===== src/design/port_split_map.svh =====
/*
 Register offsets, reset values, field positions and timing counts of the
 port split and link timeout block. Assumes a 50 MHz core clock.
*/
`ifndef PORT_SPLIT_MAP_SVH
`define PORT_SPLIT_MAP_SVH

`define SPLIT_ENABLE_ADDR 16'h3C48
`define P5_PIN_SEL_ADDR 16'h416E
`define P6_PIN_SEL_ADDR 16'h416F
`define TIMEOUT_SEL_ADDR 16'h4171
`define PULSE_WIDTH_ADDR 16'h4176

`define SPLIT_ENABLE_RST 8'h00
`define SPLIT_ENABLE_MASK 8'h60
`define P5_BIT 5
`define P6_BIT 6
`define P5_SEL_RST 8'h42
`define P6_SEL_RST 8'h06
`define TIMEOUT_SEL_RST 8'h05
`define PULSE_WIDTH_RST 8'h05

`define P5_OPT_A 8'h42
`define P5_OPT_B 8'h05
`define P6_OPT_A 8'h06
`define P6_OPT_B 8'h04

`define STUCK_LO 4'h4
`define STUCK_HI 4'h9

`define CLK_KHZ 50000
`define TICK_MS 10
`define TICK_CYCLES (`TICK_MS * `CLK_KHZ)
`define TIMEOUT_STEP_MS 200
`define TIMEOUT_STEP_TICKS (`TIMEOUT_STEP_MS / `TICK_MS)
`define PULSE_BASE_MS 350
`define PULSE_BASE_TICKS (`PULSE_BASE_MS / `TICK_MS)

`endif


===== src/design/port_split_pkg.sv =====
/*
 Types shared by the port split controller and its link watchdogs.
 Assumes port_split_map.svh is compiled alongside.
*/
package port_split_pkg;
    typedef enum logic [2:0]
    {
        WD_IDLE = 3'h1,
        WD_WATCH = 3'h2,
        WD_PULSE = 3'h4
    } wd_state_t;

    typedef logic [15:0] tick_count_t;
    typedef logic [3:0] link_state_t;
endpackage


===== src/design/link_watchdog_if.sv =====
/*
 Carrier between the split controller and one link watchdog.
 Assumes both sides run on the same core clock.
*/
interface link_watchdog_if;
    logic enable;
    logic tick;
    port_split_pkg::tick_count_t timeout_ticks;
    port_split_pkg::tick_count_t pulse_ticks;
    port_split_pkg::link_state_t link_state;
    logic power_out;
    logic resetting;

    modport ctl
    (
        output enable, tick, timeout_ticks, pulse_ticks, link_state,
        input power_out, resetting
    );
    modport wd
    (
        input enable, tick, timeout_ticks, pulse_ticks, link_state,
        output power_out, resetting
    );
endinterface


===== src/design/link_watchdog.sv =====
/*
 Per-port link watchdog: counts ticks while the link sits in one stuck
 state and drives a low power pulse on expiry. Assumes a tick pulse from
 the controller's divider and a link state synchronous to the clock.
*/
`include "port_split_map.svh"

module link_watchdog
(
    // Clock and reset
    input wire logic clock,
    input wire logic srst,
    // Controller side
    link_watchdog_if.wd wd
);
    port_split_pkg::wd_state_t state_ff, nxt_state;
    port_split_pkg::tick_count_t cnt_ff, nxt_cnt;
    port_split_pkg::link_state_t prev_ff, nxt_prev;
    logic power_ff, nxt_power;
    logic stuck;
    logic restart;

    assign stuck = (wd.link_state >= `STUCK_LO) && (wd.link_state <= `STUCK_HI);
    assign restart = !stuck || (wd.link_state != prev_ff);

    always_comb
    begin
        nxt_state = state_ff;
        nxt_cnt = cnt_ff;
        nxt_prev = wd.link_state;
        case (state_ff)
            port_split_pkg::WD_IDLE:
            begin
                nxt_cnt = '0;
                if (wd.enable && wd.timeout_ticks != '0)
                    nxt_state = port_split_pkg::WD_WATCH;
            end
            port_split_pkg::WD_WATCH:
            begin
                if (!wd.enable || wd.timeout_ticks == '0)
                    nxt_state = port_split_pkg::WD_IDLE;
                else if (restart)
                    nxt_cnt = '0;
                else if (wd.tick)
                begin
                    if (cnt_ff + 16'h0001 >= wd.timeout_ticks)
                    begin
                        nxt_state = port_split_pkg::WD_PULSE;
                        nxt_cnt = '0;
                    end
                    else
                        nxt_cnt = cnt_ff + 16'h0001;
                end
            end
            port_split_pkg::WD_PULSE:
            begin
                if (!wd.enable)
                    nxt_state = port_split_pkg::WD_IDLE;
                else if (wd.tick)
                begin
                    if (cnt_ff + 16'h0001 >= wd.pulse_ticks)
                    begin
                        nxt_state = port_split_pkg::WD_WATCH;
                        nxt_cnt = '0;
                    end
                    else
                        nxt_cnt = cnt_ff + 16'h0001;
                end
            end
            default:
            begin
                nxt_state = port_split_pkg::WD_IDLE;
                nxt_cnt = '0;
            end
        endcase
        nxt_power = wd.enable && (nxt_state != port_split_pkg::WD_PULSE);
    end

    always_ff @(posedge clock)
    begin
        if (srst)
        begin
            state_ff <= port_split_pkg::WD_IDLE;
            cnt_ff <= '0;
            prev_ff <= '0;
            power_ff <= 1'b0;
        end
        else
        begin
            state_ff <= nxt_state;
            cnt_ff <= nxt_cnt;
            prev_ff <= nxt_prev;
            power_ff <= nxt_power;
        end
    end

    assign wd.power_out = power_ff;
    assign wd.resetting = (state_ff == port_split_pkg::WD_PULSE);
endmodule


===== src/design/port_split_ctrl.sv =====
/*
 Port split controller for downstream ports 5 and 6: configuration
 registers, tick divider, split power pin routing and the two link
 watchdogs. Assumes configuration writes arrive only from the SMBus
 slave during the configuration stage, and OTP values from the loader.
*/
`include "port_split_map.svh"

module port_split_ctrl
#(
    parameter int unsigned TICK_CYCLES = `TICK_CYCLES
)
(
    // Clock and reset
    input wire logic clock,
    input wire logic srst,
    // Configuration register port
    input wire logic cfg_stage,
    input wire logic cfg_wr,
    input wire logic cfg_rd,
    input wire logic [15:0] cfg_addr,
    input wire logic [7:0] cfg_wdata,
    output logic [7:0] cfg_rdata,
    output logic cfg_rvalid,
    // OTP loader
    input wire logic otp_load,
    input wire logic [7:0] otp_split_enable,
    input wire logic [7:0] otp_p5_pin_select,
    input wire logic [7:0] otp_p6_pin_select,
    input wire logic [7:0] otp_pulse_width,
    input wire logic otp_timeout_override,
    input wire logic [7:0] otp_timeout_select,
    // Hub core port power requests and link state
    input wire logic [1:0] port_power_req,
    input wire logic [3:0] p5_link_training_state_status,
    input wire logic [3:0] p6_link_training_state_status,
    // Legacy power pins
    output logic [1:0] legacy_port_power_ctrl,
    // Split power pins, output enable low while driven
    output logic port5_option_a_pin,
    output logic port5_option_a_pin_oe_n,
    output logic port5_option_b_pin,
    output logic port5_option_b_pin_oe_n,
    output logic port6_option_a_pin,
    output logic port6_option_a_pin_oe_n,
    output logic port6_option_b_pin,
    output logic port6_option_b_pin_oe_n,
    // Status
    output logic [1:0] link_reset_active
);
    logic [7:0] split_en_ff, nxt_split_en;
    logic [7:0] p5_sel_ff, nxt_p5_sel;
    logic [7:0] p6_sel_ff, nxt_p6_sel;
    logic [7:0] timeout_ff, nxt_timeout;
    logic [7:0] pulse_ff, nxt_pulse;
    logic [7:0] rdata_ff, nxt_rdata;
    logic rvalid_ff, nxt_rvalid;
    logic [31:0] div_ff, nxt_div;
    logic tick;
    logic [1:0] legacy_ff, nxt_legacy;
    logic [3:0] pin_ff, nxt_pin;
    logic [3:0] pin_oe_n_ff, nxt_pin_oe_n;
    logic [7:0] eff_timeout;
    logic wr_ok;

    link_watchdog_if wd5();
    link_watchdog_if wd6();

    // Decoded register read; unmapped offsets answer zero
    function automatic logic [7:0] read_reg(input logic [15:0] addr);
        case (addr)
            `SPLIT_ENABLE_ADDR: read_reg = split_en_ff;
            `P5_PIN_SEL_ADDR: read_reg = p5_sel_ff;
            `P6_PIN_SEL_ADDR: read_reg = p6_sel_ff;
            `TIMEOUT_SEL_ADDR: read_reg = timeout_ff;
            `PULSE_WIDTH_ADDR: read_reg = pulse_ff;
            default: read_reg = 8'h00;
        endcase
    endfunction

    // Timeout select counts in 200 ms steps of 10 ms ticks
    function automatic port_split_pkg::tick_count_t timeout_ticks(input logic [7:0] sel);
        timeout_ticks = 16'(sel) * 16'(`TIMEOUT_STEP_TICKS);
    endfunction

    // Pulse width counts 10 ms steps above 350 ms: 0x05 gives 400 ms, 0xFF 2.9 s
    function automatic port_split_pkg::tick_count_t pulse_ticks(input logic [7:0] sel);
        pulse_ticks = 16'(`PULSE_BASE_TICKS) + 16'(sel);
    endfunction

    // Routes one port's split power to option A or B; unknown codes drive nothing
    function automatic logic [1:0] pin_route(input logic [7:0] sel, input logic [7:0] opt_a,
        input logic [7:0] opt_b);
        pin_route = {sel == opt_b, sel == opt_a};
    endfunction

    // Only configuration-stage writes reach the registers
    assign wr_ok = cfg_wr && cfg_stage;

    always_comb
    begin
        nxt_split_en = split_en_ff;
        nxt_p5_sel = p5_sel_ff;
        nxt_p6_sel = p6_sel_ff;
        nxt_timeout = timeout_ff;
        nxt_pulse = pulse_ff;
        if (otp_load)
        begin
            nxt_split_en = otp_split_enable & `SPLIT_ENABLE_MASK;
            nxt_p5_sel = otp_p5_pin_select;
            nxt_p6_sel = otp_p6_pin_select;
            nxt_pulse = otp_pulse_width;
        end
        else if (wr_ok)
        begin
            case (cfg_addr)
                // Reserved bits and read-only bit 0 stay zero
                `SPLIT_ENABLE_ADDR: nxt_split_en = cfg_wdata & `SPLIT_ENABLE_MASK;
                `P5_PIN_SEL_ADDR: nxt_p5_sel = cfg_wdata;
                `P6_PIN_SEL_ADDR: nxt_p6_sel = cfg_wdata;
                `TIMEOUT_SEL_ADDR: nxt_timeout = cfg_wdata;
                `PULSE_WIDTH_ADDR: nxt_pulse = cfg_wdata;
                default: ;
            endcase
        end
    end

    always_ff @(posedge clock)
    begin
        if (srst)
        begin
            split_en_ff <= `SPLIT_ENABLE_RST;
            p5_sel_ff <= `P5_SEL_RST;
            p6_sel_ff <= `P6_SEL_RST;
            timeout_ff <= `TIMEOUT_SEL_RST;
            pulse_ff <= `PULSE_WIDTH_RST;
        end
        else
        begin
            split_en_ff <= nxt_split_en;
            p5_sel_ff <= nxt_p5_sel;
            p6_sel_ff <= nxt_p6_sel;
            timeout_ff <= nxt_timeout;
            pulse_ff <= nxt_pulse;
        end
    end

    // Read answer one cycle after the strobe
    always_comb
    begin
        nxt_rvalid = cfg_rd;
        nxt_rdata = cfg_rd ? read_reg(cfg_addr) : rdata_ff;
    end

    always_ff @(posedge clock)
    begin
        if (srst)
        begin
            rdata_ff <= 8'h00;
            rvalid_ff <= 1'b0;
        end
        else
        begin
            rdata_ff <= nxt_rdata;
            rvalid_ff <= nxt_rvalid;
        end
    end

    assign cfg_rdata = rdata_ff;
    assign cfg_rvalid = rvalid_ff;

    // OTP override wins over the register copy, which stays readable
    assign eff_timeout = otp_timeout_override ? otp_timeout_select : timeout_ff;

    // 10 ms tick shared by both watchdogs
    always_comb
    begin
        if (div_ff >= TICK_CYCLES - 1)
            nxt_div = '0;
        else
            nxt_div = div_ff + 32'h0000_0001;
    end

    always_ff @(posedge clock)
    begin
        if (srst)
            div_ff <= '0;
        else
            div_ff <= nxt_div;
    end

    assign tick = (div_ff >= TICK_CYCLES - 1);

    assign wd5.enable = split_en_ff[`P5_BIT];
    assign wd5.tick = tick;
    assign wd5.timeout_ticks = timeout_ticks(eff_timeout);
    assign wd5.pulse_ticks = pulse_ticks(pulse_ff);
    assign wd5.link_state = p5_link_training_state_status;

    assign wd6.enable = split_en_ff[`P6_BIT];
    assign wd6.tick = tick;
    assign wd6.timeout_ticks = timeout_ticks(eff_timeout);
    assign wd6.pulse_ticks = pulse_ticks(pulse_ff);
    assign wd6.link_state = p6_link_training_state_status;

    link_watchdog u_wd5
    (
        .clock(clock),
        .srst(srst),
        .wd(wd5.wd)
    );

    link_watchdog u_wd6
    (
        .clock(clock),
        .srst(srst),
        .wd(wd6.wd)
    );

    // Pin drive; no overcurrent input exists on the split power pins
    always_comb
    begin
        logic [1:0] r5;
        logic [1:0] r6;
        r5 = pin_route(p5_sel_ff, `P5_OPT_A, `P5_OPT_B);
        r6 = pin_route(p6_sel_ff, `P6_OPT_A, `P6_OPT_B);
        nxt_legacy = port_power_req;
        nxt_pin = {wd6.power_out & r6[1], wd6.power_out & r6[0],
            wd5.power_out & r5[1], wd5.power_out & r5[0]};
        nxt_pin_oe_n = ~{split_en_ff[`P6_BIT] & r6[1], split_en_ff[`P6_BIT] & r6[0],
            split_en_ff[`P5_BIT] & r5[1], split_en_ff[`P5_BIT] & r5[0]};
    end

    always_ff @(posedge clock)
    begin
        if (srst)
        begin
            legacy_ff <= 2'h0;
            pin_ff <= 4'h0;
            pin_oe_n_ff <= 4'hF;
        end
        else
        begin
            legacy_ff <= nxt_legacy;
            pin_ff <= nxt_pin;
            pin_oe_n_ff <= nxt_pin_oe_n;
        end
    end

    assign legacy_port_power_ctrl = legacy_ff;
    assign port5_option_a_pin = pin_ff[0];
    assign port5_option_b_pin = pin_ff[1];
    assign port6_option_a_pin = pin_ff[2];
    assign port6_option_b_pin = pin_ff[3];
    assign port5_option_a_pin_oe_n = pin_oe_n_ff[0];
    assign port5_option_b_pin_oe_n = pin_oe_n_ff[1];
    assign port6_option_a_pin_oe_n = pin_oe_n_ff[2];
    assign port6_option_b_pin_oe_n = pin_oe_n_ff[3];
    assign link_reset_active = {wd6.resetting, wd5.resetting};
endmodule


===== config.mk =====
export PLATFORM = sky130hd
export DESIGN_NAME = port_split_ctrl
export DESIGN_NICKNAME = d
export VERILOG_FILES = /design/src/design/port_split_pkg.sv /design/src/design/link_watchdog_if.sv /design/src/design/link_watchdog.sv /design/src/design/port_split_ctrl.sv
export VERILOG_INCLUDE_DIRS = /design/src /design/src/design
export SDC_FILE = /design/constraint.sdc
export NUM_CORES = 1
export LEC_CHECK = 0
export BUFFER_PORTS_ARGS = -buffer_cell sky130_fd_sc_hd__buf_4
export CAP_MARGIN = 20
export CORE_MARGIN = 2
export CORE_UTILIZATION = 33
export DETAILED_ROUTE_END_ITERATION = 6
export PLACE_DENSITY = 0.56
export SYNTH_ARGS = -nofsm -noshare
export SYNTH_HDL_FRONTEND = slang
export SYNTH_SLANG_ARGS = --single-unit

===== constraint.sdc =====
create_clock -name clock -period 8.7 [get_ports clock]
set_input_delay 0.435 -clock clock [delete_from_list [all_inputs] [get_ports clock]]
set_output_delay 0.435 -clock clock [all_outputs]
set_load 0.02 [all_outputs]

==> impl_metrics.env <==
export IMPL_min_period_ps=4608
export IMPL_synthToLayoutAreaGrowth_pct=19.12
export IMPL_hold_buffers=0
export IMPL_drv_cap=0
export IMPL_root_buffer="clkbuf_16"
export IMPL_startpoint_type="flip-flop"
export IMPL_ys_flop_type="dfxtp_1"
export IMPL_final_common_cell="dfxtp_1"
export IMPL_ys_seq_area_share_pct=33.33
export IMPL_cts_tree="built"
export IMPL_clock_sinks=133
export IMPL_grt_usage_pct=16.71
export IMPL_wl_per_cell_um=16.10
export IMPL_hold_class="in -> reg"
export IMPL_die_y_um=159.6
export IMPL_drive_above_1_share_pct=20.10
export IMPL_drt_pass1_iter_count=4
export IMPL_r2r_cells=18
export IMPL_drc=0
export IMPL_status="finished clean"
export IMPL_grt_pass1_wl_um=34200
export IMPL_hold_slack_ps=216.9
export IMPL_setup_viol=0
export IMPL_min_to="legacy_port_power_ctrl[0]"
export IMPL_ys_types=88
export IMPL_synth_xor_area_share_pct=6.688
export IMPL_clock_tree_htree_level_count=4
export IMPL_clk_path_buf_depth=2
export IMPL_dp_slack_ps=3855
export IMPL_endpoint_kind="flip-flop"
export IMPL_rrSetupSlack_ps=4090
export IMPL_gp_congestion=0.8313
export IMPL_initial_core_util_pct=33.83
export IMPL_grt_max_degree=41
export IMPL_synth_mux_area_share_pct=8.974
export IMPL_via_per_inst=5.107
export IMPL_overflow=0
export IMPL_die_area_um2=25470
export IMPL_hold_depth=2
export IMPL_post_dp_hpwl_um=15720
export IMPL_setup_tns_final_ps=0
export IMPL_r2r_start="timeout_ff[1]"
export IMPL_clkTransAtPathRegs_ps=60
export IMPL_worstPathArrival_ps=4940
export IMPL_via_count=6659
export IMPL_boundaryPins=102
export IMPL_wirelength_um=20990
export IMPL_slew_limit_headroom_pct=35.63
export IMPL_dp_cells=1272
export IMPL_max_freq_mhz=217.0
export IMPL_cp_required_ps=9030
export IMPL_slowest_stage="fa_1"
export IMPL_crit_top_cell="ha_1"
export IMPL_avgSynthCellArea_um2=9.058
export IMPL_stdcell_count=1304
export IMPL_final_cell_mix="dfxtp_1, buf_4, nor2_1"
export IMPL_async_flop_share_pct=0
export IMPL_min_period_over_period_pct=52.96
export IMPL_p_leak_uw=0.004022
export IMPL_grt_pass1_vias=6458
export IMPL_min_from="port_power_req[0]"
export IMPL_skew_ps=16.61
export IMPL_synthAdderAreaFrac_pct=8.708
export IMPL_synth_top_family_by_area="simple AND/OR/NAND/NOR gates"
export IMPL_crit_family="compound AO/OA/AOI/OAI gates"
export IMPL_cts_buffers=17
export IMPL_synth_edff_count=0
export IMPL_rsz0062_at_grt="false"
export IMPL_slew_viol_final=0
export IMPL_synth_compound_area_share_pct=14.78
export IMPL_synth_area_um2=7989
export IMPL_rows=56
export IMPL_synth_seq_cells=133
export IMPL_final_nets=1108
export IMPL_synth_simple_gate_area_share_pct=22.77
export IMPL_fp_dieW_um=159.6
export IMPL_diodes=0
export IMPL_ant_nets=0
export IMPL_antenna_found_initial=0
export IMPL_synth_cells=882
export IMPL_cpPeakStageDelay_ps=430
export IMPL_cts_resized=0
export IMPL_hold_viol=0
export IMPL_fin_ws_ps=4092
export IMPL_worst_slew_pin_slew_ps=952.2
export IMPL_cp_max_fo=7
export IMPL_cts_setup_buffers=0
export IMPL_ys_warn_count=0
export IMPL_peakVddDrop_mv=0.1185
export IMPL_path_class="reg -> reg"
export IMPL_drt_first_iter_violations=316
export IMPL_core_area_um2=23610
export IMPL_cp_num_buf_inv=2
export IMPL_io_buffers=95
export IMPL_clk_latency_ps=430
export IMPL_powerDensity_nw_per_um2=158.0
export IMPL_power_uw=1504
export IMPL_r2r_end="u_wd6.cnt_ff[8]"
export IMPL_num_fill_cells=2407
export IMPL_crit_chain="mux2i_1, inv_1, ha_1, ha_1, fa_1, a211oi_1, o21bai_1, a21oi_1, xnor2_1, inv_1, ha_1, nand4_1, mux2_2, o311a_1, o211ai_2, o22ai_4, nand2b_1, o31ai_2"
==> metal layers <==
metal | up-vias | wire length, um | GRT usage, % | share of wire (%)
met4 | 0 | 226 | 3.967 | 1.1
met3 | 18 | 807 | 3.438 | 3.8
li1 | 3379 | - | - | -
met1 | 3133 | 10060 | 22.21 | 48
met2 | 129 | 9903 | 27.74 | 47
met5 | - | 0 | 0 | 0
==> area by class of cell <==
cell class                      instances  area, um^2  share of cell area [%]
Clock buffer                           18       429.2                   4.510
Clock inverter                         14       151.4                   1.591
Inverter                               38       142.6                   1.499
Multi-Input combinational cell        684        4996                   52.50
Sequential cell                       133        2663                   27.98
Tap cell                              319       399.1                   4.194
Timing Repair Buffer                   98       735.7                   7.731
==> where the power goes <==
group          internal, uW  switching, uW  total (uW)
logic                  71.1           84.3         155
clock network           424            288         711
registers               624           12.8         637
==> per-stage QoR <==
step	area, um^2	util [%]
floorplan	8034	-
detailed placement	8936	37.84
global route	9517	40.30
global placement	8936	37.84
finish	9517	40.30
CTS	9517	40.30
==> worst max-delay path by stage <==
| stage | slack (ps) | end | start | depth (start not counted) |
|---|---|---|---|---|
| floorplan | 4580 | u_wd6.state_ff[1] | otp_timeout_override | 17 |
| global placement | 3880 | u_wd6.cnt_ff[1] | otp_timeout_override | 18 |
| detailed placement | 3860 | u_wd6.cnt_ff[8] | otp_timeout_override | 19 |
| CTS | 4110 | u_wd6.cnt_ff[8] | timeout_ff[1] | 18 |
| global route | 3750 | u_wd6.cnt_ff[12] | timeout_ff[1] | 18 |
| finish | 4090 | u_wd6.cnt_ff[8] | timeout_ff[1] | 18 |
==> state kept, by name, indices dropped and copies added, names as in the netlist <==
register                cells
div_ff                     32
pin_ff                      4
p6_sel_ff                   8
u_wd6.wd.power_out          1
u_wd6.prev_ff               4
cfg_rvalid                  1
u_wd5.state_ff              3
p5_sel_ff                   8
u_wd6.cnt_ff               16
pulse_ff                    8
cfg_rdata                   8
u_wd5.wd.power_out          1
split_en_ff                 2
pin_oe_n_ff                 4
u_wd5.prev_ff               4
legacy_port_power_ctrl      2
u_wd6.state_ff              3
timeout_ff                  8
u_wd5.cnt_ff               16
==> Yosys cell counts (all sizes together) (25+ instances only) <==
cell type | n | area share [%]
nor2 | 85 | 4.0
inv | 38 | 1.8
xor2 | 25 | 2.7
nand2 | 62 | 2.9
and3 | 28 | 2.2
xnor2 | 36 | 3.9
mux2 | 29 | 4.1
mux2i | 39 | 4.9
a21oi | 41 | 2.6
nand3 | 47 | 3.2
ha | 54 | 8.5
dfxtp | 133 | 33
==> worst reg2reg max path, delay by kind of cell, from the launching register on <==
| kind | cells | cell delay, ps |
|---|---|---|
| buf+inv | 2 | 220 |
| fa+ha+maj | 4 | 1280 |
| flops | 1 | 350 |
| compound gates | 7 | 1450 |
| xor+xnor | 1 | 250 |
| mux | 2 | 500 |
| simple gates | 2 | 460 |
==> logic make-up (layout without fill, tap and decap cells) <==
group | after synthesis | in the layout
fa+ha+maj | 55 | 55
xor+xnor | 61 | 61
other cells | 1 | 13
flops | 133 | 133
simple gates | 332 | 332
buf+inv | 77 | 168
mux | 68 | 68
compound gates | 155 | 155
Note: power is estimated with default switching activity, not from simulation.
